File: src/shutdown_detect_pkg.sv
// Package of constants and types for the shutdown input detector.
package shutdown_detect_pkg;

    // ==========================================================
    // Sizes
    // ==========================================================
    localparam int NUM_CH     = 5;
    localparam int MODE_W     = 4;
    localparam int COUNT_W    = 4;
    localparam int PRESCALE_W = 7;

    // ==========================================================
    // Detection mode codes
    // ==========================================================
    localparam logic [3:0] MODE_EDGE     = 4'h0;
    localparam logic [3:0] MODE_DIV8     = 4'h1;
    localparam logic [3:0] MODE_DIV16    = 4'h2;
    localparam logic [3:0] MODE_DIV128   = 4'h3;
    localparam logic [3:0] MODE_DIV1     = 4'h4;
    localparam logic [3:0] MODE_DIV2     = 4'h5;
    localparam logic [3:0] MODE_DIV4     = 4'h6;

    // ==========================================================
    // Sample count codes and runs
    // ==========================================================
    localparam logic [3:0] COUNT_SEL_4  = 4'h0;
    localparam logic [3:0] COUNT_SEL_8  = 4'h1;
    localparam logic [4:0] RUN_4        = 5'h04;
    localparam logic [4:0] RUN_8        = 5'h08;
    localparam logic [4:0] RUN_16       = 5'h10;

    // ==========================================================
    // Register map (byte offsets) and field positions
    // ==========================================================
    localparam logic [11:0] OFS_CTRL_CH0  = 12'h000;
    localparam logic [11:0] OFS_CTRL_CH4  = 12'h004;
    localparam logic [11:0] OFS_CTRL_CH8  = 12'h008;
    localparam logic [11:0] OFS_CTRL_CH10 = 12'h00C;
    localparam logic [11:0] OFS_CTRL_CH11 = 12'h010;
    localparam logic [11:0] OFS_IRQ_STAT  = 12'h014;
    localparam logic [11:0] OFS_IRQ_MASK  = 12'h018;
    localparam logic [11:0] OFS_PIN_STAT  = 12'h01C;
    localparam int MODE_LSB  = 0;
    localparam int COUNT_LSB = 8;
    localparam logic [15:0] CTRL_RESET = 16'h0000;
    localparam logic [4:0]  MASK_RESET = 5'h00;

    // ==========================================================
    // Input filter state machine
    // ==========================================================
    typedef enum logic [2:0]
    {
        ST_IDLE   = 3'b001,
        ST_COUNT  = 3'b010,
        ST_HELD   = 3'b100
    } chan_state_t;

endpackage : shutdown_detect_pkg

File: src/shutdown_detect.sv
// Top of the five-channel shutdown input detector with its APB register file.
//
// Overview of operation
// Four-bit detection mode field, bits three..zero.
// Mode zero: request on falling pin edge.
// Mode one: sample at clock divided eight.
// Mode two: sample at clock divided sixteen.
// Mode three: sample at clock divided 128.
// Mode four: sample every clock cycle.
// Mode five: sample every second cycle.
// Mode six: sample every fourth cycle.
// Request after required consecutive low samples.
// Software writes only mode codes zero to six.
// Separate four-bit sample count field per channel.
// Each channel has independent settings.
// Count selects four, eight or sixteen samples.
// Accepted requests go to output-disable logic.
// Counter clears on high sample or setting change.
// One free-running prescaler, zero at reset.
`timescale 1ns/100ps
module shutdown_detect
    import shutdown_detect_pkg::*;
(
    input  wire logic        pclk,
    input  wire logic        presetn,
    input  wire logic        psel,
    input  wire logic        penable,
    input  wire logic        pwrite,
    input  wire logic [11:0] paddr,
    input  wire logic [31:0] pwdata,
    input  wire logic [3:0]  pstrb,
    output logic [31:0]      prdata,
    output logic             pready,
    output logic             pslverr,
    input  wire logic        shutdown_pin_0,
    input  wire logic        shutdown_pin_4,
    input  wire logic        shutdown_pin_8,
    input  wire logic        shutdown_pin_10,
    input  wire logic        shutdown_pin_11,
    output logic [4:0]       disable_request,
    output logic             irq
);

    // ==========================================================
    // State
    // ==========================================================
    typedef struct packed
    {
        logic [NUM_CH-1:0][15:0] ctrl;
        logic [4:0]              status;
        logic [4:0]              mask;
        logic [4:0]              sync1;
        logic [4:0]              sync2;
        logic [4:0]              sync3;
        logic [4:0]              level;
        logic [PRESCALE_W-1:0]   prescale;
        logic [31:0]             rdata;
        logic [4:0]              req_out;
    } top_t;

    top_t r_reg;
    top_t r_next;

    logic [4:0]  pins;
    logic [4:0]  chan_req;
    logic [4:0]  cfg_changed;
    logic [5:0]  tick;
    logic        wr_en;
    logic        rd_en;
    logic        addr_ok;

    assign pins = {shutdown_pin_11, shutdown_pin_10, shutdown_pin_8,
                   shutdown_pin_4, shutdown_pin_0};

    // Map a byte offset to a channel index; returns NUM_CH when not a channel.
    function automatic logic [2:0] chan_of(input logic [11:0] a);
        case (a)
            OFS_CTRL_CH0:  chan_of = 3'h0;
            OFS_CTRL_CH4:  chan_of = 3'h1;
            OFS_CTRL_CH8:  chan_of = 3'h2;
            OFS_CTRL_CH10: chan_of = 3'h3;
            OFS_CTRL_CH11: chan_of = 3'h4;
            default:       chan_of = 3'h5;
        endcase
    endfunction : chan_of

    // Merge write data into a 16-bit register under the byte strobes.
    function automatic logic [15:0] merge16(input logic [15:0] old,
                                            input logic [31:0] d,
                                            input logic [3:0]  s);
        merge16 = {s[1] ? d[15:8] : old[15:8], s[0] ? d[7:0] : old[7:0]};
    endfunction : merge16

    // ==========================================================
    // APB decode: zero wait states, error on unmapped offsets
    // ==========================================================
    assign addr_ok = (chan_of(paddr) != 3'h5) || paddr == OFS_IRQ_STAT ||
                     paddr == OFS_IRQ_MASK || paddr == OFS_PIN_STAT;
    assign wr_en   = psel && penable && pwrite && addr_ok;
    assign rd_en   = psel && !penable && !pwrite;
    assign pready  = 1'b1;
    assign pslverr = psel && penable && !addr_ok;

    // Prescaler ticks: one-cycle enables at divide 1, 2, 4, 8, 16, 128.
    always_comb
    begin
        tick[0] = 1'b1;
        tick[1] = r_reg.prescale[0] == 1'b1;
        tick[2] = r_reg.prescale[1:0] == 2'h3;
        tick[3] = r_reg.prescale[2:0] == 3'h7;
        tick[4] = r_reg.prescale[3:0] == 4'hF;
        tick[5] = r_reg.prescale == 7'h7F;
    end

    // Settings change detect per channel.
    always_comb
    begin
        for (int i = 0; i < NUM_CH; i++)
        begin
            cfg_changed[i] = wr_en && chan_of(paddr) == 3'(i) &&
                (merge16(r_reg.ctrl[i], pwdata, pstrb) != r_reg.ctrl[i]);
        end
    end

    // Next state for registers, synchronisers and prescaler.
    always_comb
    begin
        r_next          = r_reg;
        r_next.sync1    = pins;
        r_next.sync2    = r_reg.sync1;
        r_next.sync3    = r_reg.sync2;
        r_next.prescale = r_reg.prescale + 7'h01;
        r_next.req_out  = chan_req;
        // A level counts once the second and third stages agree.
        for (int i = 0; i < NUM_CH; i++)
        begin
            if (r_reg.sync2[i] == r_reg.sync3[i])
            begin
                r_next.level[i] = r_reg.sync3[i];
            end
        end
        if (wr_en)
        begin
            if (chan_of(paddr) != 3'h5)
            begin
                r_next.ctrl[chan_of(paddr)] = merge16(r_reg.ctrl[chan_of(paddr)],
                                                      pwdata, pstrb);
            end
            if (paddr == OFS_IRQ_STAT && pstrb[0])
            begin
                r_next.status = r_reg.status & ~pwdata[4:0];
            end
            if (paddr == OFS_IRQ_MASK && pstrb[0])
            begin
                r_next.mask = pwdata[4:0];
            end
        end
        // Set wins over a simultaneous write-one clear.
        r_next.status = r_next.status | chan_req;
        if (rd_en)
        begin
            case (paddr)
                OFS_IRQ_STAT: r_next.rdata = {27'h0, r_reg.status};
                OFS_IRQ_MASK: r_next.rdata = {27'h0, r_reg.mask};
                OFS_PIN_STAT: r_next.rdata = {27'h0, r_reg.level};
                default:
                begin
                    if (chan_of(paddr) != 3'h5)
                    begin
                        r_next.rdata = {16'h0, r_reg.ctrl[chan_of(paddr)]};
                    end
                    else
                    begin
                        r_next.rdata = 32'h0000_0000;
                    end
                end
            endcase
        end
    end

    // Register the whole state.
    always_ff @(posedge pclk or negedge presetn)
    begin
        if (!presetn)
        begin
            r_reg          <= '0;
            r_reg.ctrl     <= {NUM_CH{CTRL_RESET}};
            r_reg.mask     <= MASK_RESET;
            r_reg.sync1    <= 5'h1F;
            r_reg.sync2    <= 5'h1F;
            r_reg.sync3    <= 5'h1F;
            r_reg.level    <= 5'h1F;
        end
        else
        begin
            r_reg <= r_next;
        end
    end

    // ==========================================================
    // Channels
    // ==========================================================
    for (genvar g = 0; g < NUM_CH; g++)
    begin : g_ch
        shutdown_channel u_ch
        (
            .pclk         (pclk),
            .presetn      (presetn),
            .pin_level    (r_reg.level[g]),
            .detect_mode  (r_reg.ctrl[g][MODE_LSB +: MODE_W]),
            .sample_count (r_reg.ctrl[g][COUNT_LSB +: COUNT_W]),
            .cfg_changed  (cfg_changed[g]),
            .tick         (tick),
            .request      (chan_req[g])
        );
    end

    // Outputs.
    assign prdata          = r_reg.rdata;
    assign disable_request = r_reg.req_out;
    assign irq             = |(r_reg.status & r_reg.mask);

    // ==========================================================
    // Assertions
    // ==========================================================
    property p_req_forward;
        @(posedge pclk) disable iff (!presetn)
        chan_req[0] |=> disable_request[0];
    endproperty
    a_req_forward: assert property (p_req_forward) else $error("request not passed");

    property p_status_set;
        @(posedge pclk) disable iff (!presetn)
        chan_req[2] |=> r_reg.status[2];
    endproperty
    a_status_set: assert property (p_status_set) else $error("status bit lost");

    property p_irq_level;
        @(posedge pclk) disable iff (!presetn)
        chan_req[0] && r_reg.mask[0] && !(wr_en && paddr == OFS_IRQ_MASK) |=> irq;
    endproperty
    a_irq_level: assert property (p_irq_level) else $error("irq mismatch");

    property p_prescale_run;
        @(posedge pclk) disable iff (!presetn)
        $past(presetn) |-> r_reg.prescale == $past(r_reg.prescale) + 7'h01;
    endproperty
    a_prescale_run: assert property (p_prescale_run) else $error("prescaler stalled");

    property p_div128;
        @(posedge pclk) disable iff (!presetn)
        tick[5] |-> ##1 !tick[5] [*8];
    endproperty
    a_div128: assert property (p_div128) else $error("div128 tick too close");

    property p_div4;
        @(posedge pclk) disable iff (!presetn)
        tick[2] |=> !tick[2] ##1 !tick[2] ##1 !tick[2] ##1 tick[2];
    endproperty
    a_div4: assert property (p_div4) else $error("div4 tick period");

    property p_mode_legal;
        @(posedge pclk) disable iff (!presetn)
        r_reg.ctrl[0][3:0] <= MODE_DIV4 && r_reg.ctrl[1][3:0] <= MODE_DIV4 &&
        r_reg.ctrl[2][3:0] <= MODE_DIV4 && r_reg.ctrl[3][3:0] <= MODE_DIV4 &&
        r_reg.ctrl[4][3:0] <= MODE_DIV4;
    endproperty
    a_mode_legal: assert property (p_mode_legal) else $error("illegal mode code");

    property p_ctrl_indep;
        @(posedge pclk) disable iff (!presetn)
        wr_en && paddr == OFS_CTRL_CH0 |=> $stable(r_reg.ctrl[1]);
    endproperty
    a_ctrl_indep: assert property (p_ctrl_indep) else $error("channel cross write");

    c_irq: cover property (@(posedge pclk) disable iff (!presetn) irq);
    c_clear_set: cover property (@(posedge pclk) disable iff (!presetn)
        wr_en && paddr == OFS_IRQ_STAT && (chan_req != 5'h00));
    c_unmapped: cover property (@(posedge pclk) disable iff (!presetn) pslverr);

endmodule : shutdown_detect

File: src/shutdown_channel.sv
// One shutdown pin qualifier channel: edge or consecutive low sample detection.
`timescale 1ns/100ps
module shutdown_channel
    import shutdown_detect_pkg::*;
(
    input  wire logic               pclk,
    input  wire logic               presetn,
    input  wire logic               pin_level,
    input  wire logic [MODE_W-1:0]  detect_mode,
    input  wire logic [COUNT_W-1:0] sample_count,
    input  wire logic               cfg_changed,
    input  wire logic [5:0]         tick,
    output logic                    request
);

    // ==========================================================
    // State
    // ==========================================================
    typedef struct packed
    {
        chan_state_t state;
        logic        last_level;
        logic [4:0]  run;
        logic        request;
    } chan_t;

    chan_t s_reg;
    chan_t s_next;

    // Required run length from the count code.
    function automatic logic [4:0] run_len(input logic [3:0] sel);
        case (sel)
            COUNT_SEL_4: run_len = RUN_4;
            COUNT_SEL_8: run_len = RUN_8;
            default:     run_len = RUN_16;
        endcase
    endfunction : run_len

    logic sample_en;

    // Sampling tick picked by the mode code.
    always_comb
    begin
        case (detect_mode)
            MODE_DIV8:   sample_en = tick[3];
            MODE_DIV16:  sample_en = tick[4];
            MODE_DIV128: sample_en = tick[5];
            MODE_DIV1:   sample_en = tick[0];
            MODE_DIV2:   sample_en = tick[1];
            MODE_DIV4:   sample_en = tick[2];
            default:     sample_en = 1'b0;
        endcase
    end

    // Next state: edge detect or counting of consecutive low samples.
    always_comb
    begin
        s_next            = s_reg;
        s_next.request    = 1'b0;
        s_next.last_level = pin_level;
        if (cfg_changed)
        begin
            s_next.run   = 5'h00;
            s_next.state = ST_IDLE;
        end
        else if (detect_mode == MODE_EDGE)
        begin
            s_next.request = s_reg.last_level && !pin_level;
        end
        else if (sample_en)
        begin
            if (pin_level)
            begin
                s_next.run   = 5'h00;
                s_next.state = ST_IDLE;
            end
            else
            begin
                case (s_reg.state)
                    ST_IDLE, ST_COUNT:
                    begin
                        if (s_reg.run + 5'h01 >= run_len(sample_count))
                        begin
                            s_next.request = 1'b1;
                            s_next.state   = ST_HELD;
                            s_next.run     = 5'h00;
                        end
                        else
                        begin
                            s_next.run   = s_reg.run + 5'h01;
                            s_next.state = ST_COUNT;
                        end
                    end
                    ST_HELD: s_next.state = ST_HELD;
                    default: s_next.state = ST_IDLE;
                endcase
            end
        end
    end

    // State register.
    always_ff @(posedge pclk or negedge presetn)
    begin
        if (!presetn)
        begin
            s_reg <= '{state: ST_IDLE, last_level: 1'b1, run: 5'h00, request: 1'b0};
        end
        else
        begin
            s_reg <= s_next;
        end
    end

    assign request = s_reg.request;

    // ==========================================================
    // Assertions
    // ==========================================================
    property p_edge_request;
        @(posedge pclk) disable iff (!presetn)
        (detect_mode == MODE_EDGE && !cfg_changed && s_reg.last_level && !pin_level)
            |=> request;
    endproperty
    a_edge_request: assert property (p_edge_request) else $error("edge lost");

    property p_high_clears;
        @(posedge pclk) disable iff (!presetn)
        (sample_en && pin_level && !cfg_changed && detect_mode != MODE_EDGE)
            |=> (s_reg.run == 5'h00 && !request);
    endproperty
    a_high_clears: assert property (p_high_clears) else $error("run not cleared");

    property p_run_bound;
        @(posedge pclk) disable iff (!presetn)
        s_reg.run < run_len(sample_count) || cfg_changed || $changed(sample_count);
    endproperty
    a_run_bound: assert property (p_run_bound) else $error("run exceeds limit");

    property p_cfg_reset;
        @(posedge pclk) disable iff (!presetn)
        cfg_changed |=> (s_reg.run == 5'h00 && !request);
    endproperty
    a_cfg_reset: assert property (p_cfg_reset) else $error("config change not reset");

    c_sample_request: cover property (@(posedge pclk) disable iff (!presetn)
        request && detect_mode != MODE_EDGE);
    c_edge_request: cover property (@(posedge pclk) disable iff (!presetn)
        request && detect_mode == MODE_EDGE);

endmodule : shutdown_channel

File: config.mk
export PLATFORM = sky130hd
export DESIGN_NAME = shutdown_detect
export DESIGN_NICKNAME = d
export VERILOG_FILES = /design/src/shutdown_detect_pkg.sv /design/src/shutdown_detect.sv /design/src/shutdown_channel.sv
export SDC_FILE = /design/constraint.sdc
export NUM_CORES = 1
export LEC_CHECK = 0
export BUFFER_PORTS_ARGS = -buffer_cell sky130_fd_sc_hd__buf_4
export CAP_MARGIN = 5
export CORE_ASPECT_RATIO = 0.8
export CORE_MARGIN = 4
export CORE_UTILIZATION = 25
export CTS_CLUSTER_SIZE = 14
export DETAILED_ROUTE_END_ITERATION = 12
export MAX_ROUTING_LAYER = met4
export PLACE_DENSITY = 0.47
export SYNTH_ARGS = -nofsm -noshare
export SYNTH_HDL_FRONTEND = slang
export SYNTH_HIERARCHICAL = 1
export SYNTH_SLANG_ARGS = --single-unit
export TNS_END_PERCENT = 100
File: constraint.sdc
create_clock -name pclk -period 2.5 [get_ports pclk]
set_input_delay 0.25 -clock pclk [delete_from_list [all_inputs] [get_ports pclk]]
set_output_delay 0.25 -clock pclk [all_outputs]
set_load 0.005 [all_outputs]
* Yosys cells after proc, flatten, opt, wreduce, memory -nomap -nowiden
Cells that the tools add are included.
Word-level totals: bits in read-only memories 0, output and inout bits 40, bits in writable memories 0, latch bits 0, word-level logic and storage cells 363, input port bits 58, bits in registers 204, memories 0
Cells by class: equal/unequal tests 83, add/subtract/negate cells 6, reduce and logical (&&, ||, !) cells 76, multipliers 0, bitwise logic cells 4, divide/modulo/power cells 0, magnitude comparators 8, multiplexer cells 148, shift operators 0
Operators with widths (number):
- two-way mux 5 bit | 47
- two-way mux 3 bit | 33
- binary-select mux 16 bit (select 3 bit) | 2
- two-way mux 8 bit | 12
- bitwise mux 80 bit | 1
- inequality test 16 bit | 5
- two-way mux 16 bit | 4
- == test 4 x 3 -> 1 bit (second input constant) | 15
- two-way mux 6 bit | 10
- case mux 5 bit (2 select lines) | 5
- demux 16 bit (select 3 bit) | 1
- == test 12 x 5 -> 1 bit (second input constant) | 4
- case mux 16 bit (3 select lines) | 1
- == test 4 x 1 -> 1 bit (second input constant) | 10
- == test 4 x 2 -> 1 bit (second input constant) | 10
- logical NOT 4 bit | 10
- case mux 1 bit (6 select lines) | 5
- case mux 3 bit (2 select lines) | 5
- adder 5 x 1 -> 5 bit (second input constant) | 5
- greater-or-equal comparator 5 bit | 5
- == test 12 x 4 -> 1 bit (second input constant) | 2
- logical AND 1 bit | 24
- == test 3 x 2 -> 1 bit (second input constant) | 7
- == test 3 bit (second input constant) | 7
- 28 further kinds | 95

* Longest topological paths before layout
Gate-level depths: netlist of run 1.
word-level depth 17, gate-level depth with buffers 12, depth with buffers taken out 9

* Hierarchy
The synthesis of run 1 kept the hierarchy.
Modules (own cells, without submodules):
- shutdown_detect | cells an instance 752, area each 7591.0 um2, sequential area each 3478.3 um2, instances 1
- shutdown_channel at g_ch[0].u_ch ... | cells an instance 69, area each 738.2 um2, sequential area each 252.7 um2, instances 4
- shutdown_channel at g_ch[2].u_ch | cells an instance 69, area each 705.7 um2, sequential area each 252.7 um2, instances 1

* Least setup slack after synthesis of run 1
OpenSTA, ideal clock, no wires.
path kind input-to-reg, start point in paddr[11], end point reg g_ch[1].u_ch/s_reg[3] (netlist bit), setup time 0.126 ns, setup slack -0.555 ns, stages on the path 10, data required time 2.374 ns, path buffers 2, arrival time 2.929 ns, path through or4_1 > buf_2 > or3_4 > nor4_4 > a21boi_0 > or2_1 > clkbuf_1 > or3_4 > a211oi_4 > a221o_1
Between the ends: word-level cells in the longest chain between the ends 11, elaborated cells between the ends (all ways) 22, those cells by class 10 x eq/ne; 2 x mux; 10 x reduce/logical
Ends and longest elaborated chain:
- start, declared | RTL line shutdown_detect.sv:29 | input wire logic [11:0] paddr,
- == test 12 x 5 -> 1 bit, or another cell as far along | RTL line shutdown_detect.sv:77 | case (a)
- case mux 3 bit (5 select lines) | RTL line shutdown_detect.sv:77
- inequality test 3 bit | RTL line shutdown_detect.sv:97 | assign addr_ok = (chan_of(paddr) != 3'h5) || paddr == OFS_IRQ_STAT ||
- logical OR 1 bit (2 in a row) | RTL line shutdown_detect.sv:97
- logical OR 1 bit | RTL line shutdown_detect.sv:98 | paddr == OFS_IRQ_MASK || paddr == OFS_PIN_STAT;
- logical AND 1 bit | RTL line shutdown_detect.sv:99 | assign wr_en = psel && penable && pwrite && addr_ok;
- logical AND 1 bit (*) (2 in a row) | RTL line shutdown_detect.sv:120 | cfg_changed[i] = wr_en && chan_of(paddr) == 3'(i) &&
- via cfg_changed[1] | RTL line shutdown_detect.sv:66 | logic [4:0] cfg_changed;
- inequality test 2 x 1 -> 1 bit (no source line), or another cell as far along
- AND reduction 3 bit (no source line)
- end signal, assigned | RTL line shutdown_channel.sv:106 | s_reg <= '{state: ST_IDLE, last_level: 1'b1, run: 5'h00, request: 1'b0};
- end signal, assigned | RTL line shutdown_channel.sv:110 | s_reg <= s_next;
- end, declared | RTL line shutdown_channel.sv:27 | chan_t s_reg;
The timed path passes the listed nets; every way through them passes the cells marked *. A chain may end at the register's enable or synchronous reset.

* Worst setup path after layout of run 1
start point reg r_reg[37] (netlist bit), end point reg g_ch[1].u_ch/s_reg[4] (netlist bit)
Between the ends: word-level cells in the longest chain between the ends 4, elaborated cells between the ends (all ways) 7, those cells by class 4 x eq/ne; 1 x mux; 2 x reduce/logical
Ends and longest elaborated chain:
- start, declared | RTL line shutdown_detect.sv:61 | top_t r_reg;
- start signal, assigned | RTL line shutdown_detect.sv:196 | r_reg <= r_next;
- == test 2 bit | RTL line shutdown_detect.sv:109 | tick[2] = r_reg.prescale[1:0] == 2'h3;
- via tick[2] | RTL line shutdown_detect.sv:67 | logic [5:0] tick;
- case mux 1 bit (6 select lines) | RTL line shutdown_channel.sv:44 | case (detect_mode)
- nonzero test 2 bit (no source line)
- AND reduction 3 bit (no source line)
The timed path passes the listed nets, and every way through them passes these cells.

==> run summary, run 1 <==
antenna-violating nets left = 0
dpl ws = -0.415 ns
clock sink count = 188
status = completed
Port Buf Inserts = 62
Distinct cells, synth = 71
1st-iter DRT viols = 641
fin area = 14200 um2
cell count along the critical path = 8
TritonCTS clock tree = yes
Clock Tree Buf Depth = 2
number of global-route vias before repair = 9298
gr ovfl total = 0
worst min-delay path class = input port to flip-flop
CP Cell Sequence = ha_2 > and3_1 > and3_1 > and2_4 > mux2_2 > a32o_2 > a2111o_1 > a32o_1
number of I/O pins = 98
DRC errors left = 0
WL/cell = 20.1 um
GR peak layer = met1
end of the worst register-to-register path = g_ch[1].u_ch/s_reg[4]
Die W = 245 um
max_cap viols = 0
vias = 9376
setup ws final = 0.0686 ns
NumNets Final = 1344
max reg flops = 107
CP required = 2.85 ns
warnings from Yosys = 6
M3 GR Usage = 3.75%
root buffer cell = clkbuf_16
Synth Register Bits = 188
# fillers = 4612
Post-synth EDFFs = 0
Final Power = 6850 uW
most frequent cells in the layout = 216 x buf_4, 156 x dfrtp_1, 90 x xnor2_1, 75 x a31oi_1, 60 x a21oi_1
CTS Buf Count = 17
met1 Track Usage GR = 23.5%
slowest library cell on the worst path = dfrtp_1
Arr. time, crit path = 2.78 ns
final worst-path cycle share = 97.3%
Worst-Margin Slew = 0.909 ns
placed instance area = 13300 um2
r2r startpoint = r_reg[37]
Post-synth ARST share = 100%
vias per cell = 5.00
Starting Density = 25.3%
final setup vio count = 0
hpwl dp = 27700 um
Ant. Diodes = 0
Finished Core Util = 31.8%
Post-Syn Area = 11200 um2
CP Class = flip-flop to flip-flop
maximum fanout along the worst path = 5
Most used DFF post-synth = dfrtp_1
core area = 44500 um2
htree depth = 4
CP startpoint kind = flip-flop
R2R cell count = 8
final hold vios = 0
Lkg Pwr = 0.00591 uW
flop2flop setup slack = 0.07 ns
initial antenna violation count = 0
CP Capture Type = flip-flop
All-Layer GR Usage = 16.1%
drt total wl = 37700 um
Area growth, synth to finish = 25.9%
WP buf/inv = 0
Reg clk slew, reported paths = 0.08 ns
most common library cell in the layout ignoring fill and taps = buf_4
gp weighted congestion = 0.856
die area = 48500 um2
RSZ-0062 raised after global routing = yes
GR Layer Usage met2 = 23.0%
Synth Area per Inst = 10.3 um2
PwrDens = 484 nW/um2
FMAX = 411 MHz
register area share after synthesis = 42.2%
Die Height = 198 um
latest clock arrival within the worst-skew pair = 0.46 ns
Peak supply drop = 0.000444 V
CP startpoint = r_reg[37]
critical path's top delay family = compound AO/OA/AOI/OAI gates
cell repeated most along the worst path = and3_1
largest net degree at the start of global routing = 78
row cnt = 69
drt pass-1 iters = 5
critical path's largest stage delay = 0.39 ns
Setup Skew = 0.0172 ns
Slew HR = 39.2%
Setup crit end = g_ch[1].u_ch/s_reg[4]
first-pass GRT wire length = 58200 um
min cycle time layout = 2.43 ns
layout cell share with drive strength beyond 1 = 31.2%
fin. max-slew vios = 0
Mapped Cells = 1097
[cell type report]
| class | count | area (um2) | share of cell area, % |
|---|---|---|---|
| Clock buffer | 17 | 425 | 3.00 |
| Sequential cell | 188 | 4740 | 33.5 |
| Tap cell | 603 | 754 | 5.33 |
| Multi-Input combinational cell | 804 | 6130 | 43.3 |
| Timing Repair Buffer | 230 | 1840 | 13.0 |
| Inverter | 18 | 67.6 | 0.477 |
| Clock inverter | 15 | 199 | 1.41 |
[metrics by stage]
stage | instances | setup TNS (ns) | hold WS [ns]
global placement | 1835 | -5.03 | 0.348
CTS | 1874 | 0 | 0.0845
global route | 1875 | -0.0110 | 0.104
floorplan | 1117 | -3.94 | -0.0456
detailed placement | 1835 | -7.24 | 0.347
finish | 1875 | 0 | 0.115
[worst min path at each step]
| stage | start | to | depth (start not counted) |
|---|---|---|---|
| finish | pwdata[13] | r_reg[119] | 2 |
| global route | pwdata[13] | r_reg[119] | 2 |
| CTS | pwdata[13] | r_reg[119] | 2 |
| detailed placement | r_next[56] | r_next[51] | 0 |
| global placement | r_next[58] | r_next[53] | 0 |
| floorplan | presetn | disable_request[0] | 0 |
[cell usage after synthesis (6+ instances only)]
cell | n | share of area (%)
nand3_1 | 29 | 1.3
o21ai_0 | 44 | 2.0
nor4_1 | 13 | 0.72
buf_2 | 14 | 0.62
a22o_1 | 15 | 1.2
and3_1 | 11 | 0.61
a21o_1 | 6 | 0.40
mux2_2 | 34 | 3.4
a211oi_1 | 11 | 0.73
clkbuf_1 | 49 | 1.6
nor2b_1 | 10 | 0.56
a31oi_1 | 75 | 4.2
inv_1 | 18 | 0.60
o211ai_1 | 10 | 0.67
nand2_1 | 53 | 1.8
buf_4 | 42 | 2.8
nor3_1 | 13 | 0.58
nor3b_1 | 6 | 0.40
a21boi_0 | 9 | 0.60
mux2i_1 | 38 | 3.4
dfrtp_1 | 158 | 35
a21oi_1 | 61 | 2.7
xnor2_1 | 99 | 7.7
dfstp_2 | 30 | 7.0
ha_1 | 27 | 3.0
nand4_1 | 22 | 1.2
nor4b_1 | 17 | 1.3
and2_1 | 15 | 0.83
nor2_1 | 35 | 1.2
o22ai_1 | 19 | 1.1
[worst register-to-register path: cells and delay by family (launching register included)]
kind | cells | cell delay, ns
and+or+nand+nor | 3 | 0.57
DFF | 1 | 0.39
AOI/OAI and AO/OA | 3 | 0.87
adders and majority gates | 1 | 0.19
muxes | 1 | 0.31
[power by group]
| group | switching (uW) | internal (uW) | total, uW |
|---|---|---|---|
| sequential | 59.5 | 3120 | 3180 |
| combinational | 413 | 307 | 720 |
| clock | 1420 | 1530 | 2950 |
[logic make-up (layout without fill, tap and decap cells)]
logic type	after synthesis	in the layout	share of synthesized area, %
XOR/XNOR	102	102	7.94
buffers and inverters	125	280	5.79
AND/OR/NAND/NOR	263	263	13.6
other	2	22	0.0668
AO/OA/AOI/OAI	307	307	19.4
multiplexers	78	78	7.55
adder cells (fa/ha/maj)	32	32	3.45
flip-flops	188	188	42.2
[repair_timing]
action	CTS	global route
buffers inserted	1	1
endpoints found under the setup margin	29	38
hold buffers	6	0
hold endpoints to repair	65	0
pin swaps	3	16
gates resized for setup	14	26
[metal layers]
layer	part of all wire, %	up-vias
li1	-	4382
met1	50	4684
met2	43	287
met3	6.3	23
met4	0.76	0
met5	0	-
(Power assumes the default switching activity.)
==> run 2, diff against run 1 <==
- PLACE_DENSITY: 0.47 -> default
==> run summary, run 2 (synthesized netlist as in run 1, its figures left out) <==
clock sink count = 188 (unchanged)
1st-iter DRT viols = 559 (was 641)
CP required = 2.83 ns (was 2.85 ns)
P_int = 4860 uW (was 4970 uW)
gp weighted congestion = 0.920 (was 0.856)
first-pass GRT wire length = 55800 um (was 58200 um)
CP Class = flip-flop to flip-flop (unchanged)
Starting Density = 25.3% (unchanged)
FMAX = 415 MHz (was 411 MHz)
drt total wl = 36000 um (was 37700 um)
Peak supply drop = 0.000439 V (was 0.000444 V)
vias per cell = 5.10 (was 5.00)
drt pass-1 iters = 6 (was 5)
RSZ-0062 raised after global routing = no (was yes)
worst min-delay path class = input port to flip-flop (unchanged)
Clock Tree Buf Depth = 2 (unchanged)
dpl ws = -0.267 ns (was -0.415 ns)
Area growth, synth to finish = 24.4% (was 25.9%)
gr ovfl total = 0 (unchanged)
max_cap viols = 0 (unchanged)
combinational share of power = 10.5% (about the same)
fin area = 14000 um2 (was 14200 um2)
final hold vios = 0 (unchanged)
root buffer cell = clkbuf_16 (unchanged)
layout cell share with drive strength beyond 1 = 30.3% (was 31.2%)
CP Capture Type = flip-flop (unchanged)
CTS Buf Count = 17 (unchanged)
TritonCTS clock tree = yes (unchanged)
initial antenna violation count = 2 (was 0)
Worst-Margin Slew = 0.872 ns (was 0.909 ns)
CP startpoint kind = flip-flop (unchanged)
antenna-violating nets left = 0 (unchanged)
placed instance area = 13200 um2 (was 13300 um2)
vias = 9509 (was 9376)
Setup TNS = 0 ns (unchanged)
latest clock arrival within the worst-skew pair = 0.45 ns (was 0.46 ns)
number of global-route vias before repair = 9439 (was 9298)
largest net degree at the start of global routing = 66 (was 78)
hpwl dp = 26300 um (was 27700 um)
Reg clk slew, reported paths = 0.08 ns (about the same)
row cnt = 69 (unchanged)
DRC errors left = 0 (unchanged)
most common library cell in the layout ignoring fill and taps = buf_4 (unchanged)
sequential share of power = 47.8% (was 46.5%)
most frequent cells in the layout = 203 x buf_4, 153 x dfrtp_1, 96 x xnor2_1, 75 x a31oi_1, 60 x a21oi_1 (was 216 x buf_4, 156 x dfrtp_1, 90 x xnor2_1, 75 x a31oi_1, 60 x a21oi_1)
All-Layer GR Usage = 15.1% (was 16.1%)
Arr. time, crit path = 2.74 ns (was 2.78 ns)
final worst-path cycle share = 96.4% (was 97.3%)
Setup Skew = 0.0158 ns (was 0.0172 ns)
number of I/O pins = 98 (unchanged)
status = completed (unchanged)
NumNets Final = 1331 (was 1344)
final setup vio count = 0 (unchanged)
max reg flops = 107 (unchanged)
Slew HR = 41.7% (was 39.2%)
maximum fanout along the worst path = 5 (unchanged)
Lkg Pwr = 0.00581 uW (was 0.00591 uW)
min cycle time layout = 2.41 ns (was 2.43 ns)
Die Height = 198 um (unchanged)
core area = 44500 um2 (unchanged)
Sw Share = 27.0% (was 27.5%)
Clock Power Share = 41.7% (was 43.0%)
Die W = 245 um (unchanged)
fin. max-slew vios = 0 (unchanged)
P_sw = 1800 uW (was 1890 uW)
setup ws final = 0.0891 ns (was 0.0686 ns)
die area = 48500 um2 (unchanged)
# fillers = 4545 (was 4612)
PwrDens = 476 nW/um2 (was 484 nW/um2)
Port Buf Inserts = 62 (unchanged)
htree depth = 4 (unchanged)
WL/cell = 19.3 um (was 20.1 um)
[run 2: per-stage QoR]
stage	hold WS, ns	util (%)	total power (uW)	std cells
final	0.118	31.5	6660	1864
after global routing	0.100	31.5	6890	1864
after CTS	0.0946	31.2	6700	1859
after detailed placement	0.260	29.7	3910	1820
after global placement	0.257	29.7	3900	1820
after floorplan	-0.0456	-	3600	1117
[run 2: routing by layer]
layer  global-route usage [%]  wire length (um)  vias up
li1                         -                 -     4364
met2                     21.2             15400      379
met4                     4.41               720        0
met3                     3.66              2840       59
met5                        -                 0        -
met1                     21.5             17100     4707
[run 2: layout make-up]
class / instances / area [um2] / area share (%)
multi-input combinational: 804 / 6100 / 43.6
tap: 603 / 754 / 5.39
sequential: 188 / 4750 / 33.9
clock buffer: 18 / 439 / 3.14
inverter: 18 / 67.6 / 0.483
antenna: 2 / 5.00 / 0.0358
clock inverter: 14 / 144 / 1.03
timing repair buffer: 217 / 1740 / 12.4
[run 2: worst max-delay path, cell delays in order, from the launching register on]
cell and delay, ns:
dfrtp_2 0.47, buf_4 0.16, buf_4 0.13, nor3_1 0.24, buf_4 0.16, nand2_1 0.08, ha_1 0.28, nand2_1 0.08
o21ai_4 0.23, a211oi_4 0.08, a221o_1 0.37
[run 2: power by group through the flow]
stage | Clock, uW | Sequential, uW | Combinational (uW)
2_1_floorplan | 0 | 3210 | 383
3_3_place_gp | 0 | 3240 | 666
3_5_place_dp | 0 | 3240 | 674
4_1_cts | 2830 | 3180 | 689
5_1_grt | 2950 | 3190 | 756
6_report | 2780 | 3180 | 697
[run 2: path summary, 6_finish.rpt]
check                                 from  cells past startpoint                     to  slack, ns
min in group asynchronous          presetn                      2             r_reg[116]       0.33
worst max-delay path            r_reg[131]                     10  g_ch[3].u_ch/s_reg[3]       0.09
max in group asynchronous          presetn                      3  g_ch[0].u_ch/s_reg[7]       1.38
worst max register to register  r_reg[131]                     10  g_ch[3].u_ch/s_reg[3]       0.09
worst min-delay path             pwdata[9]                      2             r_reg[115]       0.12
worst min register to register  r_next[54]                      0             r_next[49]       0.36
[run 2: timing repair]
item	CTS	global route
setup buffers	1	4
gates resized for setup	15	25
hold buffers	6	0
endpoints found under the hold margin	56	0
setup endpoints to repair	27	32
pin swaps	6	16
